==> config.mk <==
export PLATFORM = sky130hd
export DESIGN_NAME = debug_link_memory_access
export DESIGN_NICKNAME = d
export VERILOG_FILES = /design/src/debug_link_pkg.sv /design/src/debug_link_memory_access.sv
export SDC_FILE = /design/constraint.sdc
export NUM_CORES = 1
export LEC_CHECK = 0
export BUFFER_PORTS_ARGS = -buffer_cell sky130_fd_sc_hd__buf_4
export CORE_MARGIN = 2
export CORE_UTILIZATION = 55
export CTS_CLUSTER_DIAMETER = 120
export DETAILED_ROUTE_END_ITERATION = 10
export PLACE_DENSITY_LB_ADDON = 0.08
export SYNTH_ARGS = -nofsm -noshare
export SYNTH_HDL_FRONTEND = slang
export SYNTH_SLANG_ARGS = --single-unit
==> constraint.sdc <==
create_clock -name clock -period 14.97 [get_ports clock]
set_clock_uncertainty 0.05 [all_clocks]
set_input_delay 2.994 -clock clock [delete_from_list [all_inputs] [get_ports clock]]
set_output_delay 2.994 -clock clock [all_outputs]
set_load 0.1 [all_outputs]
==> src/debug_link_pkg.sv <==
// Behaviour
// - Direct read: 32-bit address/data, repeatable
// - Direct read returns data after turnaround idle
// - Repeated direct read takes address each time
// - Read waits on bus handshake latency
// - Direct write: address then data, repeatable
// - Direct write acknowledges address before data
// - Direct write acknowledges again after bus write
// - Pointer read uses pointer, optional post-increment
// - Pointer read may return the pointer itself
// - Pointer commands support 32-bit sizes
// - Pointer read data follows turnaround idle
// - Pointer mode 0x2 loads pointer, then ACK
// - Mode 0x0 keeps pointer, 0x1 advances it
// - Pointer data write acknowledged after bus write
// - Control read: opcode address, one byte only
// - Control read byte follows turnaround idle
// - Control write stores one whole byte
// - Each instruction byte needs preceding training char
// - Idle bits precede first byte after turnaround
// - Repeat count zero runs instruction once
package debug_link_pkg;

  localparam int ADDR_W = 32;
  localparam int DATA_W = 32;
  localparam int CSR_N = 16;
  localparam int CSR_AW = 4;

  localparam int OP_MSB = 7;
  localparam int OP_LSB = 5;
  localparam int ASZ_MSB = 3;
  localparam int ASZ_LSB = 2;
  localparam int SZ_MSB = 1;
  localparam int SZ_LSB = 0;
  localparam int CSR_GUARD_IDX = 2;
  localparam int GUARD_MSB = 2;

  localparam logic [2:0] OP_DREAD = 3'h0;
  localparam logic [2:0] OP_PREAD = 3'h1;
  localparam logic [2:0] OP_DWRITE = 3'h2;
  localparam logic [2:0] OP_PWRITE = 3'h3;
  localparam logic [2:0] OP_CREAD = 3'h4;
  localparam logic [2:0] OP_CWRITE = 3'h6;

  localparam logic [1:0] PM_PLAIN = 2'h0;
  localparam logic [1:0] PM_INC = 2'h1;
  localparam logic [1:0] PM_PTR = 2'h2;

  localparam logic [7:0] ACK_BYTE = 8'h40;
  localparam logic [7:0] CSR_RESET = 8'h00;

  typedef enum logic [2:0] {
    PH_IDLE = 3'b000,
    PH_ADDR = 3'b001,
    PH_DATA = 3'b010,
    PH_BUS = 3'b011,
    PH_GUARD = 3'b100,
    PH_SEND = 3'b101
  } phase_t;

  typedef struct packed {
    logic valid;
    logic [7:0] data;
  } byte_t;

  typedef struct packed {
    logic req;
    logic we;
    logic [ADDR_W-1:0] addr;
    logic [DATA_W-1:0] wdata;
    logic [1:0] size;
  } bus_req_t;

  typedef struct packed {
    logic ack;
    logic err;
    logic [DATA_W-1:0] rdata;
  } bus_rsp_t;

  typedef struct packed {
    phase_t phase;
    logic armed;
    logic turn;
    logic wstage;
    logic [7:0] opcode;
    logic [1:0] cnt;
    logic [1:0] slen;
    logic [2:0] gcnt;
    logic [7:0] iter;
    logic [7:0] rpt;
    logic [ADDR_W-1:0] addr;
    logic [DATA_W-1:0] data;
    logic [ADDR_W-1:0] ptr;
    logic [CSR_N-1:0][7:0] csr;
    byte_t head;
    byte_t tail;
    bus_req_t bus;
  } state_t;

endpackage : debug_link_pkg

==> src/debug_link_memory_access.sv <==
`timescale 1ns/10ps
module debug_link_memory_access
  import debug_link_pkg::*;
(
  // Clock and reset
  input wire logic clock,
  input wire logic sys_rst,
  // Receive side of the link
  input wire logic sync_seen,
  input wire logic bit_tick,
  input wire logic rx_valid,
  input wire logic [7:0] rx_data,
  // Transmit side of the link
  output logic tx_valid,
  output logic [7:0] tx_data,
  input wire logic tx_ready,
  // Repeat counter
  input wire logic rpt_load,
  input wire logic [7:0] rpt_value,
  // System bus
  output bus_req_t bus_out,
  input wire bus_rsp_t bus_in,
  // Control space contents
  output logic [CSR_N-1:0][7:0] csr_out
);

  state_t s_reg;
  state_t s_next;

  logic [2:0] op;
  logic [1:0] pm;
  logic [1:0] asz;
  logic [1:0] dsz;
  logic [CSR_AW-1:0] cidx;
  logic [2:0] guard;

  assign op = s_reg.opcode[OP_MSB:OP_LSB];
  assign pm = s_reg.opcode[ASZ_MSB:ASZ_LSB];
  assign asz = s_reg.opcode[ASZ_MSB:ASZ_LSB];
  assign dsz = (op == OP_CREAD || op == OP_CWRITE) ? 2'h0 : s_reg.opcode[SZ_MSB:SZ_LSB];
  assign cidx = s_reg.opcode[CSR_AW-1:0];
  assign guard = s_reg.csr[CSR_GUARD_IDX][GUARD_MSB:0];

  always_comb begin
    logic [7:0] opc;
    logic [2:0] o;
    logic [1:0] m;
    logic restart;
    logic push;
    byte_t pbyte;
    opc = s_reg.opcode;
    o = 3'h0;
    m = 2'h0;
    restart = 1'b0;
    push = 1'b0;
    pbyte = '0;
    s_next = s_reg;
    if (sync_seen) begin
      s_next.armed = 1'b1;
    end
    if (rpt_load) begin
      s_next.rpt = rpt_value;
    end
    // Pop drains head; tail moves up so no word is lost while stalled
    if (s_reg.head.valid && tx_ready) begin
      s_next.head = s_reg.tail;
      s_next.tail = '0;
    end
    case (s_reg.phase)
      PH_IDLE: begin
        if (rx_valid && s_reg.armed) begin
          opc = rx_data;
          s_next.opcode = rx_data;
          s_next.armed = sync_seen;
          s_next.iter = s_reg.rpt;
          s_next.rpt = rpt_load ? rpt_value : 8'h00;
          s_next.wstage = 1'b0;
          s_next.turn = 1'b1;
          restart = 1'b1;
        end
      end
      PH_ADDR: begin
        if (rx_valid) begin
          s_next.addr[8*s_reg.cnt +: 8] = rx_data;
          s_next.turn = 1'b1;
          s_next.gcnt = 3'h0;
          if ((op == OP_PWRITE) ? (s_reg.cnt == dsz) : (s_reg.cnt == asz)) begin
            s_next.cnt = 2'h0;
            if (op == OP_PWRITE) begin
              s_next.ptr = s_next.addr;
              s_next.data = {24'h000000, ACK_BYTE};
              s_next.slen = 2'h0;
              s_next.phase = PH_GUARD;
            end else if (op == OP_DWRITE) begin
              s_next.data = {24'h000000, ACK_BYTE};
              s_next.slen = 2'h0;
              s_next.phase = PH_GUARD;
            end else begin
              s_next.bus.req = 1'b1;
              s_next.bus.we = 1'b0;
              s_next.bus.addr = s_next.addr;
              s_next.bus.size = dsz;
              s_next.phase = PH_BUS;
            end
          end else begin
            s_next.cnt = s_reg.cnt + 2'h1;
          end
        end
      end
      PH_DATA: begin
        if (rx_valid) begin
          s_next.data[8*s_reg.cnt +: 8] = rx_data;
          s_next.turn = 1'b1;
          s_next.gcnt = 3'h0;
          if (s_reg.cnt == dsz) begin
            s_next.cnt = 2'h0;
            if (op == OP_CWRITE) begin
              s_next.csr[cidx] = rx_data;
              restart = s_reg.iter != 8'h00;
              s_next.iter = s_reg.iter - 8'h01;
              s_next.phase = PH_IDLE;
            end else begin
              s_next.bus.req = 1'b1;
              s_next.bus.we = 1'b1;
              s_next.bus.addr = (op == OP_PWRITE) ? s_reg.ptr : s_reg.addr;
              s_next.bus.wdata = s_next.data;
              s_next.bus.size = dsz;
              s_next.phase = PH_BUS;
            end
          end else begin
            s_next.cnt = s_reg.cnt + 2'h1;
          end
        end
      end
      PH_BUS: begin
        // Request stays up until the far side answers
        if (bus_in.ack) begin
          s_next.bus.req = 1'b0;
          if (bus_in.err) begin
            // No answer on failure; recovery is handled outside
            s_next.phase = PH_IDLE;
            s_next.iter = 8'h00;
          end else begin
            if (s_reg.bus.we) begin
              s_next.data = {24'h000000, ACK_BYTE};
              s_next.slen = 2'h0;
            end else begin
              s_next.data = bus_in.rdata;
              s_next.slen = dsz;
            end
            if ((op == OP_PREAD || op == OP_PWRITE) && pm == PM_INC) begin
              s_next.ptr = s_reg.ptr + ADDR_W'({dsz} + 3'h1);
            end
            s_next.phase = PH_GUARD;
          end
        end
      end
      PH_GUARD: begin
        // Idle bits only after a receive; streamed reads skip them
        if (!s_reg.turn || s_reg.gcnt == guard) begin
          s_next.turn = 1'b0;
          s_next.gcnt = 3'h0;
          s_next.phase = PH_SEND;
        end else if (bit_tick) begin
          s_next.gcnt = s_reg.gcnt + 3'h1;
        end
      end
      PH_SEND: begin
        if (!s_reg.tail.valid) begin
          push = 1'b1;
          pbyte.valid = 1'b1;
          pbyte.data = s_reg.data[8*s_reg.cnt +: 8];
          if (s_reg.cnt == s_reg.slen) begin
            s_next.cnt = 2'h0;
            if (op == OP_DWRITE && !s_reg.wstage) begin
              s_next.wstage = 1'b1;
              s_next.phase = PH_DATA;
            end else begin
              restart = s_reg.iter != 8'h00;
              s_next.iter = s_reg.iter - 8'h01;
              s_next.wstage = 1'b0;
              s_next.phase = PH_IDLE;
            end
          end else begin
            s_next.cnt = s_reg.cnt + 2'h1;
          end
        end
      end
      default: begin
        s_next.phase = PH_IDLE;
      end
    endcase
    if (restart) begin
      o = opc[OP_MSB:OP_LSB];
      m = opc[ASZ_MSB:ASZ_LSB];
      s_next.cnt = 2'h0;
      s_next.gcnt = 3'h0;
      // Stale upper bytes must not leak into short operands
      s_next.addr = '0;
      s_next.data = '0;
      case (o)
        OP_DREAD, OP_DWRITE: begin
          s_next.phase = PH_ADDR;
        end
        OP_PREAD: begin
          if (m == PM_PTR) begin
            s_next.data = s_reg.ptr;
            s_next.slen = opc[SZ_MSB:SZ_LSB];
            s_next.phase = PH_GUARD;
          end else if (m == PM_PLAIN || m == PM_INC) begin
            s_next.bus.req = 1'b1;
            s_next.bus.we = 1'b0;
            s_next.bus.addr = s_next.ptr;
            s_next.bus.size = opc[SZ_MSB:SZ_LSB];
            s_next.phase = PH_BUS;
          end else begin
            s_next.phase = PH_IDLE;
            s_next.iter = 8'h00;
          end
        end
        OP_PWRITE: begin
          if (m == PM_PTR) begin
            s_next.phase = PH_ADDR;
          end else if (m == PM_PLAIN || m == PM_INC) begin
            s_next.phase = PH_DATA;
          end else begin
            s_next.phase = PH_IDLE;
            s_next.iter = 8'h00;
          end
        end
        OP_CREAD: begin
          s_next.data = {24'h000000, s_next.csr[opc[CSR_AW-1:0]]};
          s_next.slen = 2'h0;
          s_next.phase = PH_GUARD;
        end
        OP_CWRITE: begin
          s_next.phase = PH_DATA;
        end
        default: begin
          s_next.phase = PH_IDLE;
          s_next.iter = 8'h00;
        end
      endcase
    end
    if (push) begin
      if (!s_next.head.valid) begin
        s_next.head = pbyte;
      end else begin
        s_next.tail = pbyte;
      end
    end
  end

  always_ff @(posedge clock or posedge sys_rst) begin
    if (sys_rst) begin
      s_reg <= '0;
      for (int i = 0; i < CSR_N; i++) begin
        s_reg.csr[i] <= CSR_RESET;
      end
    end else begin
      s_reg <= s_next;
    end
  end

  assign tx_valid = s_reg.head.valid;
  assign tx_data = s_reg.head.data;
  assign bus_out = s_reg.bus;
  assign csr_out = s_reg.csr;
endmodule : debug_link_memory_access

Word-level counts from Yosys, hierarchy flattened
Cells that the tools add are included.

storage, ports and cells
  bits in registers = 347
  input port bits = 57
  output and inout port bits = 205

cells by class
  add/subtract/negate cells = 6
  magnitude comparators = 3
  eq/ne operators = 39
  shifts and indexed selects = 3
  multiplexer cells = 137
  bitwise operators = 1
  reductions and logical operators = 35

operator list
  cell                     count
  $mux 128                 4
  $mux 32                  9
  $mux 34                  8
  $mux 64                  4
  $mux 68                  3
  $bwmux 128               1
  $mux 8                   16
  $pmux 32 s2              2
  $mux 96                  1
  $pmux 32 s3              1
  $pmux 33 s2              1
  $bwmux 32                2
  $mux 2                   26
  $mux 3                   15
  $mux 18                  2
  $mux 9                   4
  $neg 5->34               1
  $shift 8x34->32 const A  1
  $shiftx 8x34->32         1
  $add 32x3->32            1
  $bmux 8 s4               1
  $demux 8 s4              1
  $pmux 8 s4               1
  $shiftx 32x6->8          1
  other kinds (46)         117

Logic depth before layout (Yosys ltp)
Gate-level depths: netlist of the first run.

  depth in word-level cells = 13
  depth in mapped cells = 16
  depth with buffers taken out = 13

Worst setup path before layout of the first run
OpenSTA, ideal clock, no wires.

  path type = input port to flip-flop
  start point = in rx_valid
  end point = reg s_reg[253] (netlist bit)
  setup time = 0.121 ns
  data arrival time = 5.212 ns
  data required time = 14.799 ns
  path slack = 9.587 ns
  cell stages on the path = 10
  path buffers = 1
  path through = nor4bb_1 -> buf_2 -> nand2_1 -> a311oi_4 -> mux2_2 -> or3b_2 -> o2111a_1 -> nand4_1 -> a21oi_1 -> o22a_1

RTL lines
  item                  line                             text
  from (decl)           debug_link_memory_access.sv:11   input wire logic rx_valid,
  to (signal assigned)  debug_link_memory_access.sv:261  s_reg <= s_next;
  to (decl)             debug_link_memory_access.sv:27   state_t s_reg;

Worst setup path after layout of the first run
  start point = in rx_valid
  end point = reg s_reg[250] (netlist bit)

on the way
  cells in the longest elaborated chain, start to end = 7
  elaborated cells on any way between the ends = 24
  those cells by class = 9 x eq/ne; 12 x mux; 3 x reduce/logical

ends and longest elaborated chain
  item                                                            line                                                              text
  $logic_and 1x1->1                                               debug_link_memory_access.sv:71                                    if (rx_valid && s_reg.armed) begin
  $mux 8                                                          debug_link_memory_access.sv:71
  $mux 8                                                          debug_link_memory_access.sv:69                                    case (s_reg.phase)
  $bmux 8 s4 / $eq 2x2->1 (equally long branches)                 debug_link_memory_access.sv:232, debug_link_memory_access.sv:206
  $mux 8 (not written as such) / $mux 32 (equally long branches)  debug_link_memory_access.sv:232, debug_link_memory_access.sv:206
  $pmux 32 s2                                                     debug_link_memory_access.sv:201                                   case (o)
  $mux 64                                                         debug_link_memory_access.sv:193                                   if (restart) begin

Parallel ways exist; a longest one is shown, timed or not. The select of a mux whose other input is x is not followed.
A chain may end at the register's enable or synchronous reset.

==> metrics.yaml, run 1 <==
worst_setup_path:
  endpoint_kind: "flop"
  startpoint_type: "input port"
  crit_required_ps: 15430
  path_class: "input port to flop"
  rr_worst_depth: 9
  crit_arrival_ps: 6600
  crit_fanout: 15
route:
  via_count: 18370
  drc: 0
  routedWlPerCell_um: 25.17
  wl_um: 72130
  drt_iter0_markers: 2219
  viasPerCell: 6.409
  dr.pass1.iters: 6
  drt.antenna.violating_nets: 0
timing:
  period_needed_ps: 6141
  tightestPinTransition_ps: 1366
  min_period_over_period: 0.4102
  fmax_mhz: 162.8
  finalSetupViolations: 0
  slew_headroom: 0.07700
  whs_ps: 453.5
  slew_violations: 0
  final_hold_viol_count: 0
  tns_ps: 0
  rsz0062_at_grt: "false"
synth:
  ys.flop_type: "dfrtp_1"
  netlist.area_leader.share: 0.4106
  yosysMostFrequentCell: "dfrtp_1"
  yosysTopAreaCell: "dfrtp_1"
  synth.top_cells.by_area: "dfrtp_1 41%, buf_4 7.5%, a21oi_1 6.7%, mux2_2 5.3%, nor2_1 4.4%"
  synthCells: 2360
  syn_avg_cell_area_sq_um: 8.936
  syn_area_sq_mm: 0.02109
  yosysUniqueCellTypes: 99
  synth-edff-count: 0
  synthSimpleGateAreaFrac: 0.1694
  ys_seq_area_frac: 0.4106
  synthMuxAreaShare: 0.08876
  ys_ff_latch: 346
  ys_warn_count: 0
  synth_nets: 2429
  async_reset_ff_frac: 1.000
  synth_top_family_by_area: "compound AO/OA/AOI/OAI gates"
  synth_compound_area_frac: 0.2052
  synthTopCellsByCount: "346 x dfrtp_1, 282 x a21oi_1, 248 x nor2_1"
  synth-xor-area-share: 0.004153
  yosys.area_share.adder: 0.007476
layout:
  seqCellArea_sq_mm: 0.008658
  largest_register_ffs: 134
  fin_area_sq_mm: 0.02310
  final_cells: 2866
  areaGrowthSynthToFinish_pct: 9.528
  fin_nets: 2399
  fill_cells: 3318
  drive_above_1_share: 0.2225
  multi_input_area_sq_mm: 0.01009
  antenna_cells: 0
place:
  placed_cells: 2800
  gp_congestion: 0.9540
  postPlaceCellArea_sq_mm: 0.02181
  portBuffers: 261
  hpwlAfterDp_um: 49680
power:
  p_leak_nw: 10.72
  ir_drop_mv: 0.2235
  pwr_density_cell_mw_per_mm2: 233.2
min_path:
  hold_class: "flop to flop"
  hold_depth: 1
clock_tree:
  cts_buffer_depth: 3
  worstSkewPairLatency_ps: 570
  cts_tree: "built"
  htree_levels: 2
  cts-resized-gates: 0
  postCtsSetupBuffers: 0
  root_buffer: "clkbuf_16"
  cts.reportedPaths.clkPinSlew_ps: 60
  cts.sink_count: 346
  cts_buffers: 39
  ctsHoldBuffers: 0
global_route:
  antenna_found_initial: 2
  grt_usage: 0.3623
  gr-total-overflow: 0
  grt_pass1_wl_um: 109000
  grt_max_degree: 120
  grt_pass1_vias: 17360
floorplan:
  die_w_um: 199.8
  initial_core_util: 0.5586
  num_rows: 71
  core_area_sq_mm: 0.03776
  die_y_um: 199.8
  die_area_sq_mm: 0.03993
  io_pins: 262
status:
  status: "finished clean"
flow_run:
  maxCapViolations: 0
-- layer usage --
| layer | GRT usage | routed length, um |
|---|---|---|
| met2 | 0.5179 | 30080 |
| met4 | 0.1141 | 2372 |
| met5 | 0 | 12 |
| met3 | 0.09745 | 8484 |
| met1 | 0.5344 | 31170 |
-- report_power, final --
part           internal, mW  switching [mW]  leakage [nW]
Clock                 0.593           0.408         0.636
Sequential             1.19           0.302          4.52
Combinational         0.814            2.07          5.56
-- worst max-delay path, cell delays in order --
cell	delay, ps
buf_4	130
nand2_1	170
nor2_2	660
mux2i_2	450
inv_1	190
nor3_1	800
o311ai_1	240
or4_1	650
a21oi_1	160
o22a_1	160
-- final timing paths --
kind	start	to	slack, ps
worst max-delay path	rx_valid	s_reg[250]$_DFFE_PP0P_	8830
worst min-delay path	bus_out[10]$_DFFE_PP0P_	bus_out[10]$_DFFE_PP0P_	450
worst max register to register	s_reg[344]$_DFFE_PP0P_	s_reg[249]$_DFFE_PP0P_	9830
worst min register to register	bus_out[10]$_DFFE_PP0P_	bus_out[10]$_DFFE_PP0P_	450
max in group asynchronous	sys_rst	bus_out[18]$_DFFE_PP0P_	9890
min in group asynchronous	sys_rst	csr_out[105]$_DFF_PP0_	2510
-- layout make-up --
cell class / instances / area share
multi-input combinational: 1602 / 0.4369
sequential: 346 / 0.3748
timing repair buffer: 301 / 0.09783
clock buffer: 50 / 0.04664
tap: 511 / 0.02768
clock inverter: 16 / 0.009263
inverter: 40 / 0.006825
-- placed cells by master (no fill, tap or decap), types with 8 or more instances in the layout --
cell type,Yosys,routed
nor2b_1,69,69
a211oi_1,43,43
a31oi_1,12,12
nand2b_1,8,8
nand4_1,11,11
mux2_2,99,99
clkbuf_16,0,39
dfrtp_1,346,346
o21a_1,14,14
ha_1,11,11
a221oi_1,10,10
a22o_1,36,36
nand2_1,235,235
clkinv_2,0,8
a21oi_1,282,282
nor3_1,53,51
and2_1,20,20
and3_1,16,16
nand3_1,41,39
inv_1,38,37
o21ai_0,76,76
o22ai_1,48,48
a22oi_1,12,12
mux2i_1,54,54
o221ai_1,11,11
buf_4,210,301
nor2_1,248,247
o211ai_1,8,8
mux4_2,8,8
or3_1,8,8
-- stage by stage --
step | total power [mW] | utilization | worst slack, ps
global route | 5.642 | 0.6118 | 8683
detailed placement | 4.329 | 0.5776 | 8366
global placement | 4.296 | 0.5776 | 8467
finish | 5.386 | 0.6118 | 8829
CTS | 5.332 | 0.6118 | 8961
floorplan | 3.747 | - | 2333
-- kinds of logic after synthesis --
kind of cell	after synthesis
muxes	164
AOI/OAI and AO/OA	653
DFF	346
and+or+nand+nor	763
xor gates and xnor gates	10
buffers and inverters	412
adders and majority gates	12
Note: power is estimated with default switching activity, not from simulation.
==> run 2, diff against run 1 <==
==> constraint.sdc (replaced) <==
create_clock -name clock -period 6.4 [get_ports clock]
set_clock_uncertainty 0.05 [all_clocks]
set_input_delay 1.28 -clock clock [delete_from_list [all_inputs] [get_ports clock]]
set_output_delay 1.28 -clock clock [all_outputs]
set_load 0.1 [all_outputs]
==> run 2 against run 1 <==
  * Non-clock buffer count grew 6
  * Die area unchanged
  * Critical path type is now flop to flop
  * Core utilization up 0.11 points
  * Highest routed layer is now met4
  * First-iteration DRC count rose by 1.3%
  * Design area is 0.18% higher
  * Worst setup slack got worse by 7200 ps
  * Clock-buffer cell count rose by 2
  * Final cell count grew 0.31%
  * Clock power up 130%
  * Routed wire length rose by 2.0%
  * Register-to-register slack lost 8200 ps
==> metrics.yaml, run 2 (same netlist as run 1, synthesis figures left out) <==
status:
  status: "finished clean"  # unchanged
route:
  routedWlPerCell_um: 25.58  # was 25.17 um
  drc: 0  # unchanged
  drt_iter0_markers: 2247  # was 2219
  dr.pass1.iters: 6  # unchanged
  drt.antenna.violating_nets: 0  # unchanged
  viasPerCell: 6.485  # was 6.409
  wl_um: 73550  # was 72130 um
  via_count: 18640  # was 18370
layout:
  fill_cells: 3272  # was 3318
  fin_nets: 2405  # was 2399
  layout_commonest_cell: "dfrtp_1"  # unchanged
  areaGrowthSynthToFinish_pct: 9.724  # was 9.528%
  final_cell_mix: "346 x dfrtp_1, 305 x buf_4, 282 x a21oi_1"  # was 346 x dfrtp_1, 301 x buf_4, 282 x a21oi_1
  seqCellArea_sq_mm: 0.008658  # unchanged
  drive_above_1_share: 0.2246  # was 0.2225
  multi_input_area_sq_mm: 0.01009  # about the same
  largest_register_ffs: 134  # unchanged
  antenna_cells: 0  # unchanged
clock_tree:
  root_buffer: "clkbuf_16"  # unchanged
  cts_tree: "built"  # unchanged
  worstSkewPairLatency_ps: 550  # was 570 ps
  htree_levels: 2  # unchanged
  cts_buffers: 39  # unchanged
  cts_buffer_depth: 3  # unchanged
  cts-resized-gates: 0  # unchanged
  postCtsSetupBuffers: 0  # unchanged
  ctsHoldBuffers: 0  # unchanged
  cts.reportedPaths.clkPinSlew_ps: 70  # was 60 ps
  cts.sink_count: 346  # unchanged
place:
  pre_cts_ws_ps: 1435  # was 8366 ps
  portBuffers: 261  # unchanged
  hpwlAfterDp_um: 51230  # was 49680 um
  gp_congestion: 0.9891  # was 0.9540
worst_setup_path:
  endpoint_kind: "flop"  # unchanged
  startpoint_type: "flop"  # was input port
  rr_worst_depth: 9  # unchanged
  crit_arrival_ps: 5130  # was 6600 ps
  cpMostUsedCell: "o21ai_0"
  slowest_delay_ps: 1060  # was 800 ps
  path_class: "flop to flop"  # was input port to flop
  crit_fanout: 40  # was 15
  crit_chain: "buf_4 > nor4bb_1 > nand4_1 > o21ai_0 > a21o_2 > o32a_2 > o21ai_0 > a21o_1 > o21ba_2"  # was buf_4 > nand2_1 > nor2_2 > mux2i_2 > inv_1 > nor3_1 > o311ai_1 > or4_1 > a21oi_1 > o22a_1
  crit_required_ps: 6800  # was 15430 ps
  slowest_stage: "nor4bb_1"  # was nor3_1
global_route:
  grt_pass1_vias: 17190  # was 17360
  gr-total-overflow: 0  # unchanged
  grt_usage: 0.3656  # was 0.3623
  antenna_found_initial: 0  # was 2
  grt_pass1_wl_um: 109600  # was 109000 um
  grt_max_degree: 143  # was 120
power:
  pwr_density_cell_mw_per_mm2: 544.8  # was 233.2 mW/mm^2
  ir_drop_mv: 0.4759  # was 0.2235 mV
  p_leak_nw: 10.76  # was 10.72 nW
timing:
  min_period_over_period: 0.7402
  fmax_mhz: 211.1
  slew_violations: 0  # unchanged
  slew_headroom: 0.1759  # was 0.07700
  rsz0062_at_grt: "false"  # unchanged
  tightestPinTransition_ps: 1220  # was 1366 ps
  final_hold_viol_count: 0  # unchanged
  finalSetupViolations: 0  # unchanged
  tns_ps: 0  # unchanged
  setup_slack_ps: 1662  # was 8829 ps
  period_needed_ps: 4738
flow_run:
  maxCapViolations: 0  # unchanged
min_path:
  hold_depth: 2  # was 1
  hold_class: "flop to flop"  # unchanged
floorplan:
  num_rows: 71  # unchanged
  io_pins: 262  # unchanged
  initial_core_util: 0.5586  # unchanged
  die_area_sq_mm: 0.03993  # unchanged
  die_y_um: 199.8  # unchanged
  die_w_um: 199.8  # unchanged
  core_area_sq_mm: 0.03776  # unchanged
==> run 2: path summary, 6_finish.rpt <==
path / start / end / slack, ps
min in group asynchronous: sys_rst / csr_out[23]$_DFF_PP0_ / 830
hold reg to reg: s_reg[71]$_DFF_PP0_ / s_reg[71]$_DFF_PP0_ / 450
hold / removal: s_reg[71]$_DFF_PP0_ / s_reg[71]$_DFF_PP0_ / 450
setup / recovery: s_reg[345]$_DFFE_PP0P_ / s_reg[249]$_DFFE_PP0P_ / 1660
setup reg to reg: s_reg[345]$_DFFE_PP0P_ / s_reg[249]$_DFFE_PP0P_ / 1660
max in group asynchronous: sys_rst / bus_out[52]$_DFF_PP0_ / 4560
==> run 2: area by class of cell <==
type / count / area share
Inverter: 40 / 0.006651
Clock inverter: 17 / 0.008489
Clock buffer: 52 / 0.04645
Tap cell: 511 / 0.02763
Timing Repair Buffer: 307 / 0.1007
Multi-Input combinational cell: 1602 / 0.4359
Sequential cell: 346 / 0.3742
==> run 2: through the flow <==
stage	util	area [sq um]	power [mW]	cells	hold slack [ps]
2_1_floorplan	-	21090	8.766	2360	401.0
6_report	0.6129	23140	12.61	2875	449.7
3_5_place_dp	0.5792	21870	10.19	2806	431.8
3_3_place_gp	0.5792	21870	10.11	2806	430.9
4_1_cts	0.6129	23140	12.47	2875	450.4
5_1_grt	0.6129	23140	13.19	2875	471.8
==> run 2: per-layer routing <==
metal | vias up | routed length [um] | GRT usage
met5 | - | 0 | 0
met4 | 0 | 2283 | 0.1215
met3 | 154 | 8455 | 0.08669
met2 | 1198 | 30860 | 0.5185
met1 | 9144 | 31950 | 0.5480
li1 | 8148 | - | -
==> run 2: worst max-delay path, delay by kind of cell (launching register included) <==
kind | cells | cell delay (ps)
AOI/OAI and AO/OA | 6 | 2140
and+or+nand+nor | 2 | 1490
DFF | 1 | 560
buffers and inverters | 1 | 360
==> run 2: power breakdown <==
group | switching (mW) | internal [mW] | leakage (nW) | total, mW
clock network | 0.942 | 1.34 | 0.635 | 2.29
registers | 0.698 | 2.79 | 4.52 | 3.49
logic | 4.92 | 1.91 | 5.60 | 6.83
total | 6.56 | 6.05 | 10.8 | 12.6
